`src/ldfc_defs.vh`:
```
// Constants for the LED dimming and fault control block
`ifndef LDFC_DEFS_VH
`define LDFC_DEFS_VH
`define LDFC_NCH            4
`define LDFC_NARROW_MAX     8'd5
`define LDFC_WIDE_MIN       8'd6
`define LDFC_CNT_W          8
`define LDFC_CNT_SAT        8'hff
`define LDFC_SS_TIME_MS     100
`define LDFC_CLK_MHZ        100
`define LDFC_SS_CYCLES      (`LDFC_SS_TIME_MS * 1000 * `LDFC_CLK_MHZ)
`define LDFC_SS_W           24
`define LDFC_DETECT_CYCLES  16
`endif

```
`src/ldfc_led_dimming_fault_control.v`:
```
// Sequencer, dimming gate, feedback mode and fault logic of the LED driver
`include "ldfc_defs.vh"

// Functional notes
// Dimming off stops switching and isolates error amp from compensation.
// On-pulse of four cycles or fewer selects overvoltage-sense feedback.
// In narrow-pulse mode, amp stays connected and switching continues.
// Enter OV feedback below 5 cycles; leave at 6 or more.
// Operation starts only when both undervoltage monitors are good.
// Enable low shuts everything down; nothing starts until enable high.
// Detect and disconnect unused channels before soft-start.
// Soft-start uses OV feedback; ends at min sink 1V, 95% OV, or timeout.
// Min-sink-voltage end of soft-start only counts while dimming on.
// After overvoltage, drop open strings, adaptive control at next pulse.
// Dimming high enables all sinks together, low disables all.
// Fault flag asserts on open, short or thermal shutdown.
// Thermal and short faults self-clear; open fault latches.
// Over-temperature shuts controller down until it clears.
// Channels grounded at power-up are unused and never flag faults.
// After soft-start, open strings leave the minimum detector.
// Overvoltage stops switching, drive low, drops sinks below 300mV.
// Each rising dimming edge samples per-channel short comparators; code samples them only in ST_RUN.
// Shorted channel off, flag held until a later edge finds it gone.
// Short threshold tied to regulator output disables short detection.
// Pulse width counted; mode applies from next pulse, hysteresis held.
// Enable low or undervoltage resets disconnects, latch and sequencer.
module ldfc_led_dimming_fault_control #(
  parameter SS_CYCLES = `LDFC_SS_CYCLES
) (
  input  wire       mclk,
  input  wire       rst_n,
  input  wire       enable_in,
  input  wire       vin_uv_ok,
  input  wire       vcc_uv_ok,
  input  wire       over_temp,
  input  wire       dimming_pwm_in,
  input  wire       overvoltage_sense_in,
  input  wire       ov_regulated_95,
  input  wire       min_sink_at_1v,
  input  wire [3:0] sink_ground,
  input  wire [3:0] sink_below_300mv,
  input  wire [3:0] short_cmp,
  input  wire       short_threshold_in,
  input  wire       pwm_cycle_on,
  input  wire       osc_tick,
  output reg  [3:0] sink_enable,
  output reg  [3:0] min_detect_mask,
  output reg        gate_drive_out,
  output reg        amp_connect,
  output reg        fb_ov_mode,
  output reg        fault_flag_n
);

  // ********************************************************************
  // Input synchronisers
  // ********************************************************************
  wire       enS;
  wire       vinOk;
  wire       vccOk;
  wire       otS;
  wire       dimS;
  wire       ovS;
  wire       at95S;
  wire       at1vS;
  wire       sdisS;
  wire [3:0] gndS;
  wire       cycOnS;
  wire       tickS;
  wire [3:0] loS;
  wire [3:0] shS;

  // Supervisory levels: enable, both undervoltage monitors and over-temperature
  ldfc_sync #(.W(1)) u_ldfc_sync_en (
    .mclk  (mclk),
    .rst_n (rst_n),
    .d     (enable_in),
    .q     (enS)
  );
  ldfc_sync #(.W(1)) u_ldfc_sync_vin (
    .mclk  (mclk),
    .rst_n (rst_n),
    .d     (vin_uv_ok),
    .q     (vinOk)
  );
  ldfc_sync #(.W(1)) u_ldfc_sync_vcc (
    .mclk  (mclk),
    .rst_n (rst_n),
    .d     (vcc_uv_ok),
    .q     (vccOk)
  );
  ldfc_sync #(.W(1)) u_ldfc_sync_ot (
    .mclk  (mclk),
    .rst_n (rst_n),
    .d     (over_temp),
    .q     (otS)
  );

  // Host dimming input and the oscillator as a level
  ldfc_sync #(.W(1)) u_ldfc_sync_dim (
    .mclk  (mclk),
    .rst_n (rst_n),
    .d     (dimming_pwm_in),
    .q     (dimS)
  );
  ldfc_sync #(.W(1)) u_ldfc_sync_tick (
    .mclk  (mclk),
    .rst_n (rst_n),
    .d     (osc_tick),
    .q     (tickS)
  );
  ldfc_sync #(.W(1)) u_ldfc_sync_cyc (
    .mclk  (mclk),
    .rst_n (rst_n),
    .d     (pwm_cycle_on),
    .q     (cycOnS)
  );

  // Analog comparators settle on their own time, never on mclk
  ldfc_sync #(.W(1)) u_ldfc_sync_ov (
    .mclk  (mclk),
    .rst_n (rst_n),
    .d     (overvoltage_sense_in),
    .q     (ovS)
  );
  ldfc_sync #(.W(1)) u_ldfc_sync_at95 (
    .mclk  (mclk),
    .rst_n (rst_n),
    .d     (ov_regulated_95),
    .q     (at95S)
  );
  ldfc_sync #(.W(1)) u_ldfc_sync_at1v (
    .mclk  (mclk),
    .rst_n (rst_n),
    .d     (min_sink_at_1v),
    .q     (at1vS)
  );
  ldfc_sync #(.W(1)) u_ldfc_sync_sdis (
    .mclk  (mclk),
    .rst_n (rst_n),
    .d     (short_threshold_in),
    .q     (sdisS)
  );
  // Each channel keeps its own bit so no grounded output is misread
  ldfc_sync #(.W(4)) u_ldfc_sync_gnd (
    .mclk  (mclk),
    .rst_n (rst_n),
    .d     (sink_ground),
    .q     (gndS)
  );
  ldfc_sync #(.W(4)) u_ldfc_sync_lo (
    .mclk  (mclk),
    .rst_n (rst_n),
    .d     (sink_below_300mv),
    .q     (loS)
  );
  ldfc_sync #(.W(4)) u_ldfc_sync_sh (
    .mclk  (mclk),
    .rst_n (rst_n),
    .d     (short_cmp),
    .q     (shS)
  );

  // Enable or either undervoltage monitor drops the whole block
  wire runOk = enS & vinOk & vccOk;

  // ********************************************************************
  // Edge detection
  // ********************************************************************
  reg dimDlyReg;
  reg tickDlyReg;
  always @(posedge mclk) begin
    if (!rst_n) begin
      dimDlyReg  <= 1'b0;
      tickDlyReg <= 1'b0;
    end else begin
      dimDlyReg  <= dimS;
      tickDlyReg <= tickS;
    end
  end
  wire dimRise = dimS & ~dimDlyReg;
  wire dimFall = ~dimS & dimDlyReg;
  wire oscEdge = tickS & ~tickDlyReg;

  // ********************************************************************
  // Power-up sequencer
  // ********************************************************************
  localparam ST_OFF    = 4'b0001;
  localparam ST_DETECT = 4'b0010;
  localparam ST_SOFT   = 4'b0100;
  localparam ST_RUN    = 4'b1000;

  reg [3:0]             stateReg;
  reg [3:0]             stateNext;
  reg [`LDFC_SS_W-1:0]  ssCntReg;
  reg [4:0]             detCntReg;
  reg [3:0]             unusedReg;

  always @* begin
    stateNext = stateReg;
    case (stateReg)
      ST_OFF:    if (runOk) stateNext = ST_DETECT;
      ST_DETECT: if (detCntReg == `LDFC_DETECT_CYCLES)
                   stateNext = ST_SOFT;
      ST_SOFT:   if ((at1vS & dimS) | at95S |
                     (ssCntReg == SS_CYCLES[`LDFC_SS_W-1:0]))
                   stateNext = ST_RUN;
      ST_RUN:    stateNext = ST_RUN;
      default:   stateNext = ST_OFF;
    endcase
    if (!runOk)
      stateNext = ST_OFF;
  end

  always @(posedge mclk) begin
    if (!rst_n) begin
      stateReg  <= ST_OFF;
      ssCntReg  <= {`LDFC_SS_W{1'b0}};
      detCntReg <= 5'd0;
      unusedReg <= 4'h0;
    end else begin
      stateReg <= stateNext;
      if (stateReg == ST_SOFT)
        ssCntReg <= ssCntReg + 1'b1;
      else
        ssCntReg <= {`LDFC_SS_W{1'b0}};
      if (stateReg == ST_DETECT)
        detCntReg <= detCntReg + 5'd1;
      else
        detCntReg <= 5'd0;
      // Grounded outputs captured while detecting, kept until shutdown
      if (stateReg == ST_OFF)
        unusedReg <= 4'h0;
      else if (stateReg == ST_DETECT)
        unusedReg <= gndS;
    end
  end

  // ********************************************************************
  // Pulse width measurement and feedback mode
  // ********************************************************************
  reg [`LDFC_CNT_W-1:0] widthReg;
  reg                   narrowReg;
  always @(posedge mclk) begin
    if (!rst_n || !runOk) begin
      widthReg   <= 8'h00;
      narrowReg  <= 1'b0;
      fb_ov_mode <= 1'b1;
    end else begin
      // Saturating count: a very long pulse must not wrap to narrow
      if (dimRise)
        widthReg <= 8'h00;
      else if (dimS && oscEdge && widthReg != `LDFC_CNT_SAT)
        widthReg <= widthReg + 8'h01;
      // Between limits the previous choice is kept
      if (dimFall) begin
        if (widthReg < `LDFC_NARROW_MAX)
          narrowReg <= 1'b1;
        else if (widthReg >= `LDFC_WIDE_MIN)
          narrowReg <= 1'b0;
      end
      // Mode changes only at a pulse start, so a pulse never sees two loops
      if (stateReg != ST_RUN)
        fb_ov_mode <= 1'b1;
      else if (dimRise) begin
        fb_ov_mode <= narrowReg;
      end
    end
  end

  // ********************************************************************
  // Open and short string handling
  // ********************************************************************
  reg [3:0] openReg;
  reg [3:0] shortReg;
  reg       openLatchReg;
  always @(posedge mclk) begin
    if (!rst_n || !runOk) begin
      openReg      <= 4'h0;
      shortReg     <= 4'h0;
      openLatchReg <= 1'b0;
    end else begin
      if (ovS && stateReg == ST_RUN) begin
        openReg <= openReg | (loS & ~unusedReg);
        if (|(loS & ~unusedReg))
          openLatchReg <= 1'b1;
      end
      if (sdisS)
        shortReg <= 4'h0;
      else if (dimRise && stateReg == ST_RUN)
        shortReg <= shS & ~unusedReg;
    end
  end

  // ********************************************************************
  // Outputs
  // ********************************************************************
  wire running = (stateReg == ST_SOFT) | (stateReg == ST_RUN);
  wire [3:0] live = ~unusedReg & ~openReg & ~shortReg;
  // Narrow-pulse mode keeps the loop alive so tiny pulses see a ready rail
  wire keepLoop = fb_ov_mode & (stateReg == ST_RUN);
  wire swAllow  = running & ~otS & ~ovS & (dimS | keepLoop);
  always @(posedge mclk) begin
    if (!rst_n) begin
      sink_enable     <= 4'h0;
      min_detect_mask <= 4'h0;
      gate_drive_out  <= 1'b0;
      amp_connect     <= 1'b0;
      fault_flag_n    <= 1'b1;
    end else begin
      sink_enable     <= (running & dimS & ~otS) ? live : 4'h0;
      min_detect_mask <= live & ~(ovS ? loS : 4'h0);
      gate_drive_out  <= swAllow & cycOnS;
      amp_connect     <= running & (dimS | keepLoop);
      // Open fault latches; short and thermal follow their sources
      fault_flag_n    <= ~(openLatchReg | (|shortReg) | otS);
    end
  end

endmodule // ldfc_led_dimming_fault_control

// ********************************************************************
// Two-flop synchroniser
// ********************************************************************
module ldfc_sync #(
  parameter W = 1
) (
  input  wire         mclk,
  input  wire         rst_n,
  input  wire [W-1:0] d,
  output wire [W-1:0] q
);
  reg [W-1:0] metaReg;
  reg [W-1:0] syncReg;
  // Only syncReg may be read outside; metaReg can be metastable
  always @(posedge mclk) begin
    if (!rst_n) begin
      metaReg <= {W{1'b0}};
      syncReg <= {W{1'b0}};
    end else begin
      metaReg <= d;
      syncReg <= metaReg;
    end
  end
  assign q = syncReg;
endmodule // ldfc_sync

```
`config.mk`:
```
export PLATFORM = sky130hd
export DESIGN_NAME = ldfc_led_dimming_fault_control
export DESIGN_NICKNAME = d
export VERILOG_FILES = /design/src/ldfc_led_dimming_fault_control.v
export VERILOG_INCLUDE_DIRS = /design/src
export SDC_FILE = /design/constraint.sdc
export NUM_CORES = 1
export LEC_CHECK = 0
export BUFFER_PORTS_ARGS = -buffer_cell sky130_fd_sc_hd__buf_2
export CAP_MARGIN = 5
export CORE_ASPECT_RATIO = 1.25
export CORE_UTILIZATION = 60
export DETAILED_ROUTE_END_ITERATION = 6
export PLACE_DENSITY = 0.8
export RECOVER_POWER = 50
export SYNTH_ARGS = -nofsm -noshare
export SYNTH_HDL_FRONTEND = slang
export SYNTH_SLANG_ARGS = --single-unit
```
`constraint.sdc`:
```
create_clock -name mclk -period 3.36 [get_ports mclk]
set_input_delay 0.336 -clock mclk [delete_from_list [all_inputs] [get_ports mclk]]
set_output_delay 0.336 -clock mclk [all_outputs]
set_load 0.01 [all_outputs]
```
[Word-level counts from Yosys, hierarchy flattened]
Cells that the tools add are included.
Word-level totals
  bits in registers: 115
  bits in latches: 0
  bits in writable memories: 0
  memory bits (read-only): 0
  memories kept: 0
Operators by class
  $add $sub $neg: 3
  multipliers: 0
  divide/modulo/power cells: 0
  order comparisons: 2
  equality and inequality tests: 10
  shift-type cells: 0
  mux-type cells: 6
  bitwise logic cells: 37
  reductions and logical operators: 21
Operators with widths (count)
  24-bit by 1-bit adder with 24-bit output (second input constant): 1
  24-bit equality test (second input constant): 1
  4-bit AND: 5
  4-bit NOT: 4
  4-bit case mux with 4 select lines: 1
  1-bit AND: 14
  2-bit AND reduction: 7
  4-bit two-way mux: 3
  8-bit by 1-bit adder with 8-bit output (second input constant): 1
  8-bit by 3-bit greater-or-equal comparator with 1-bit output (second input constant): 1
  8-bit by 3-bit < comparator with 1-bit output (second input constant): 1
  8-bit != test (second input constant): 1
  2-bit OR reduction: 4
  4-bit OR reduction: 2
  1-bit NOT: 7
  1-bit bitwise OR: 6
  5-bit by 1-bit adder with 5-bit output (second input constant): 1
  5-bit equality test (second input constant): 1
  4-bit by 1-bit equality test with 1-bit output (second input constant): 1
  4-bit by 2-bit equality test with 1-bit output (second input constant): 1
  4-bit by 3-bit equality test with 1-bit output (second input constant): 1
  4-bit equality test (second input constant): 1
  1-bit logical AND: 4
  2-bit != test (second input constant): 2
  6 further kinds: 8

[Logic depth before layout (Yosys ltp)]
  word-level depth: 6
  gate-level depth with buffers: 6

[Modules after synthesis]
From an unflattened synthesis, not the netlist that was laid out.
Second synthesis, totals
  cell total of the unflattened synthesis: 440
  area, all modules: 4274.1 um^2
By module, submodules not included
  ldfc_led_dimming_fault_control: times used 1, cells an instance 348, area each 3065.4 um^2, sequential area each 1381.3 um^2
  ldfc_sync at u_ldfc_sync_gnd ...: times used 3, cells an instance 16, area each 210.2 um^2, sequential area each 160.2 um^2
  ldfc_sync at u_ldfc_sync_at1v ...: times used 11, cells an instance 4, area each 52.6 um^2, sequential area each 40.0 um^2

[Worst setup path after synthesis]
OpenSTA, ideal clock, no wires.
  path kind: register -> register
  start: register ssCntReg[0]
  end: register ssCntReg[19]
  library setup time: 70 ps
  arrival: 1618 ps
  data required time: 3290 ps
  path slack: 1673 ps
  cell stages (with the launch flop): 5
  path buffers: 0
  period minus slack after synthesis: 1687 ps
  path through: dfxtp_1 > nand3_1 > or4_4 > or4_1 > a21oi_1
Between the ends
  longest elaborated chain between the ends: 1
Ends and longest elaborated chain
  start, declared: line ldfc_led_dimming_fault_control.v:194  | reg [`LDFC_SS_W-1:0] ssCntReg;
  start signal, assigned: line ldfc_led_dimming_fault_control.v:217  | ssCntReg <= {`LDFC_SS_W{1'b0}};
  start signal, assigned: line ldfc_led_dimming_fault_control.v:223  | ssCntReg <= ssCntReg + 1'b1;
  start signal, assigned: line ldfc_led_dimming_fault_control.v:225  | ssCntReg <= {`LDFC_SS_W{1'b0}};
  24-bit by 1-bit adder with 24-bit output: line ldfc_led_dimming_fault_control.v:223
Every way passes these cells.
A chain may end at the register's enable or synchronous reset.

[Worst setup path after layout]
  start: register ssCntReg[0]
  end: register ssCntReg[20]
The elaborated chain is that of the path after synthesis.

==> qor.txt <==
# diodes: 0
Initial Util: 63.7%
f_max: 469 MHz
Psw: 0.644 mW
Period minus WS final: 2.13 ns
classification of the worst setup path: flip-flop to flip-flop
Pleak: 1.85 nW
Sequential Power Share: 43.2%
met3 WL post-DR: 336 µm
Via density: 5.51
count leader, synth: dfxtp_1
Arr. time, crit path: 2.54 ns
CP required: 3.77 ns
Mapped Cells: 442
Worst path max stage delay: 0.63 ns
# Max-Cap Violations: 0
worst-path fanout max: 11
Biggest register: ssCntReg
Clk pin slew, worst setup/hold paths: 0.06 ns
slowest cell on the critical path: or4_1
Post-synth EDFFs: 0
DR WL met2: 4250 µm
Mapped Avg Cell Area: 9.64 µm²
top post-synthesis cells by area: dfxtp_1, and2_1, nor2_1
Hold Crit Depth: 2
clock buffer count from CTS: 17
vias in the first global route: 3139
CP top delay family: simple AND/OR/NAND/NOR gates
Synth area leader: dfxtp_1
Crit. End Element: flip-flop
top post-synthesis cells by count: dfxtp_1, and2_1, nor2_1
number of flip-flops in the largest register: 24
top layer in use: met4
FF+latch count, synth: 115
net count after synthesis: 474
asr flop ratio synth: 0%
Clock Sinks: 115
initial antenna violation count: 0
DR DRC count: 0
remaining global-route overflow: 0
Comb power frac: 1.5%
Layout Utilization: 76.0%
Pint: 2.61 mW
Worst Hold Class: primary input to flip-flop
number of cell rows: 33
htree depth: 4
die extent in x: 77.4 µm
Area Growth Syn to Fin: 19.4%
routability cong.: 0.834
Top Ports: 37
# setup viols final: 0
synth warn: 0
area of the multi-input gates: 1840 µm²
Buf+Inv Stages, Crit Path: 0
Root Buffer: clkbuf_8
PortBufs: 36
final hold vios: 0
via count: 3214
RSZ-0062 raised after global routing: no
CP Launch Type: flip-flop
DP HPWL: 5200 µm
pwr dens: 640 nW/µm²
routed len/inst: 14.1 µm
Clock Latency Late Sink: 0.51 ns
Mapped Area: 4260 µm²
ys flop type: dfxtp_1
maximum clock path buffer count: 2
Detailed Route WL: 8210 µm
Worst IR Drop VDD: 0.475 mV
Largest regs: ssCntReg (24), widthReg (8), detCntReg (5)
Die Height: 96.2 µm
relative slew slack: 37.6%
die area: 7440 µm²
crit path cell chain: ha_1, and4_1, nand4_1, or4_1, a21oi_1
count of different cell masters after synthesis: 48
CTS tree: yes
first-pass GRT wire length: 13800 µm
share of cells above drive strength 1: 14.7%
hold buffer count at CTS: 0
Seq. cell area: 2300 µm²
GRT Util Overall: 24.8%
fill count: 491
antenna-violating nets left: 0
M1 WL: 3370 µm
Iteration-0 DRC Markers: 135
post-cts sizing count: 0
Worst Skew: 0.00835 ns
Final Max Tran Viols: 0
core footprint: 6690 µm²
Slew @ Worst Pin: 0.933 ns
worst-case hold slack: 0.0326 ns
sequential share of the synthesized area: 54.1%
Worst path depth: 5
Setup TNS Final: 0 ns
pin count of the biggest net entering global routing: 60
Switching Fraction: 19.8%
Final period util: 63.4%
Post-CTS Setup Inserts: 0
# nets final: 515
status: complete, no violations
R2R cell count: 5
First-pass DRT Iterations: 5
Clock Power Share: 55.3%
top-area cell type share of the netlist area: 54.1%
==> cell type report <==
| type | count | share of cell area (%) |
|---|---|---|
| clock buffers | 21 | 9.03 |
| clock inverters | 11 | 2.95 |
| inverters | 13 | 0.959 |
| multi-input cells | 299 | 36.2 |
| flip-flops and latches | 115 | 45.3 |
| well taps | 87 | 2.14 |
| repair buffers | 37 | 3.49 |
==> layout by cell type (no fill, tap or decap), drive strengths merged, types with 5 or more instances in the layout <==
cell type	count
nand4	13
clkinvlp	5
nor4	5
dfxtp	115
buf	29
xor2	10
ha	7
inv	15
nand2	26
nand3	13
and2	54
or4	8
mux2i	5
clkbuf	29
a21oi	22
xnor2	7
o21ai	16
nor2	39
or3	11
and3	8
nor3	7
nor2b	8
nand2b	5
==> cells by family (layout without fill, tap and decap cells) <==
kind of cell	count (synthesis)	after routing	share of synthesized area [%]
AO/OA/AOI/OAI	56	56	7.67
XOR/XNOR	17	17	3.50
multiplexers	5	5	1.18
adder cells (fa/ha/maj)	7	7	2.06
AND/OR/NAND/NOR	214	214	28.8
flip-flops	115	115	54.1
buffers and inverters	28	82	2.76
==> metal layers <==
metal / vias up / track usage [%]
met1: 1476 / 25.4
met2: 95 / 43.4
met4: 0 / 17.6
li1: 1617 / -
met5: - / 0
met3: 26 / 7.49
==> power by group through the flow <==
stage,logic [mW],clock network (mW),registers [mW]
4_1_cts,0.0511,1.83,1.41
2_1_floorplan,0.0289,0,1.43
6_report,0.0487,1.80,1.41
3_5_place_dp,0.0505,0,1.43
3_3_place_gp,0.0489,0,1.43
5_1_grt,0.0555,1.90,1.41
==> path summary, 6_finish.rpt <==
check | startpoint | end | slack [ns]
worst max-delay path | ssCntReg[0] | ssCntReg[20] | 1.23
worst min-delay path | sink_below_300mv[1] | u_ldfc_sync_lo.metaReg[1] | 0.03
worst max register to register | ssCntReg[0] | ssCntReg[20] | 1.23
worst min register to register | u_ldfc_sync_lo.metaReg[3] | u_ldfc_sync_lo.q[3] | 0.43
==> through the flow <==
| stage | cells | setup slack (ns) | total power, mW | cell area, µm² |
|---|---|---|---|---|
| floorplan | 442 | 1.67 | 1.46 | 4260 |
| global placement | 551 | 1.21 | 1.48 | 4490 |
| detailed placement | 551 | 1.13 | 1.48 | 4490 |
| CTS | 583 | 1.26 | 3.28 | 5100 |
| global route | 583 | 1.07 | 3.36 | 5090 |
| finish | 583 | 1.23 | 3.25 | 5090 |
Note: power is estimated with default switching activity, not from simulation.
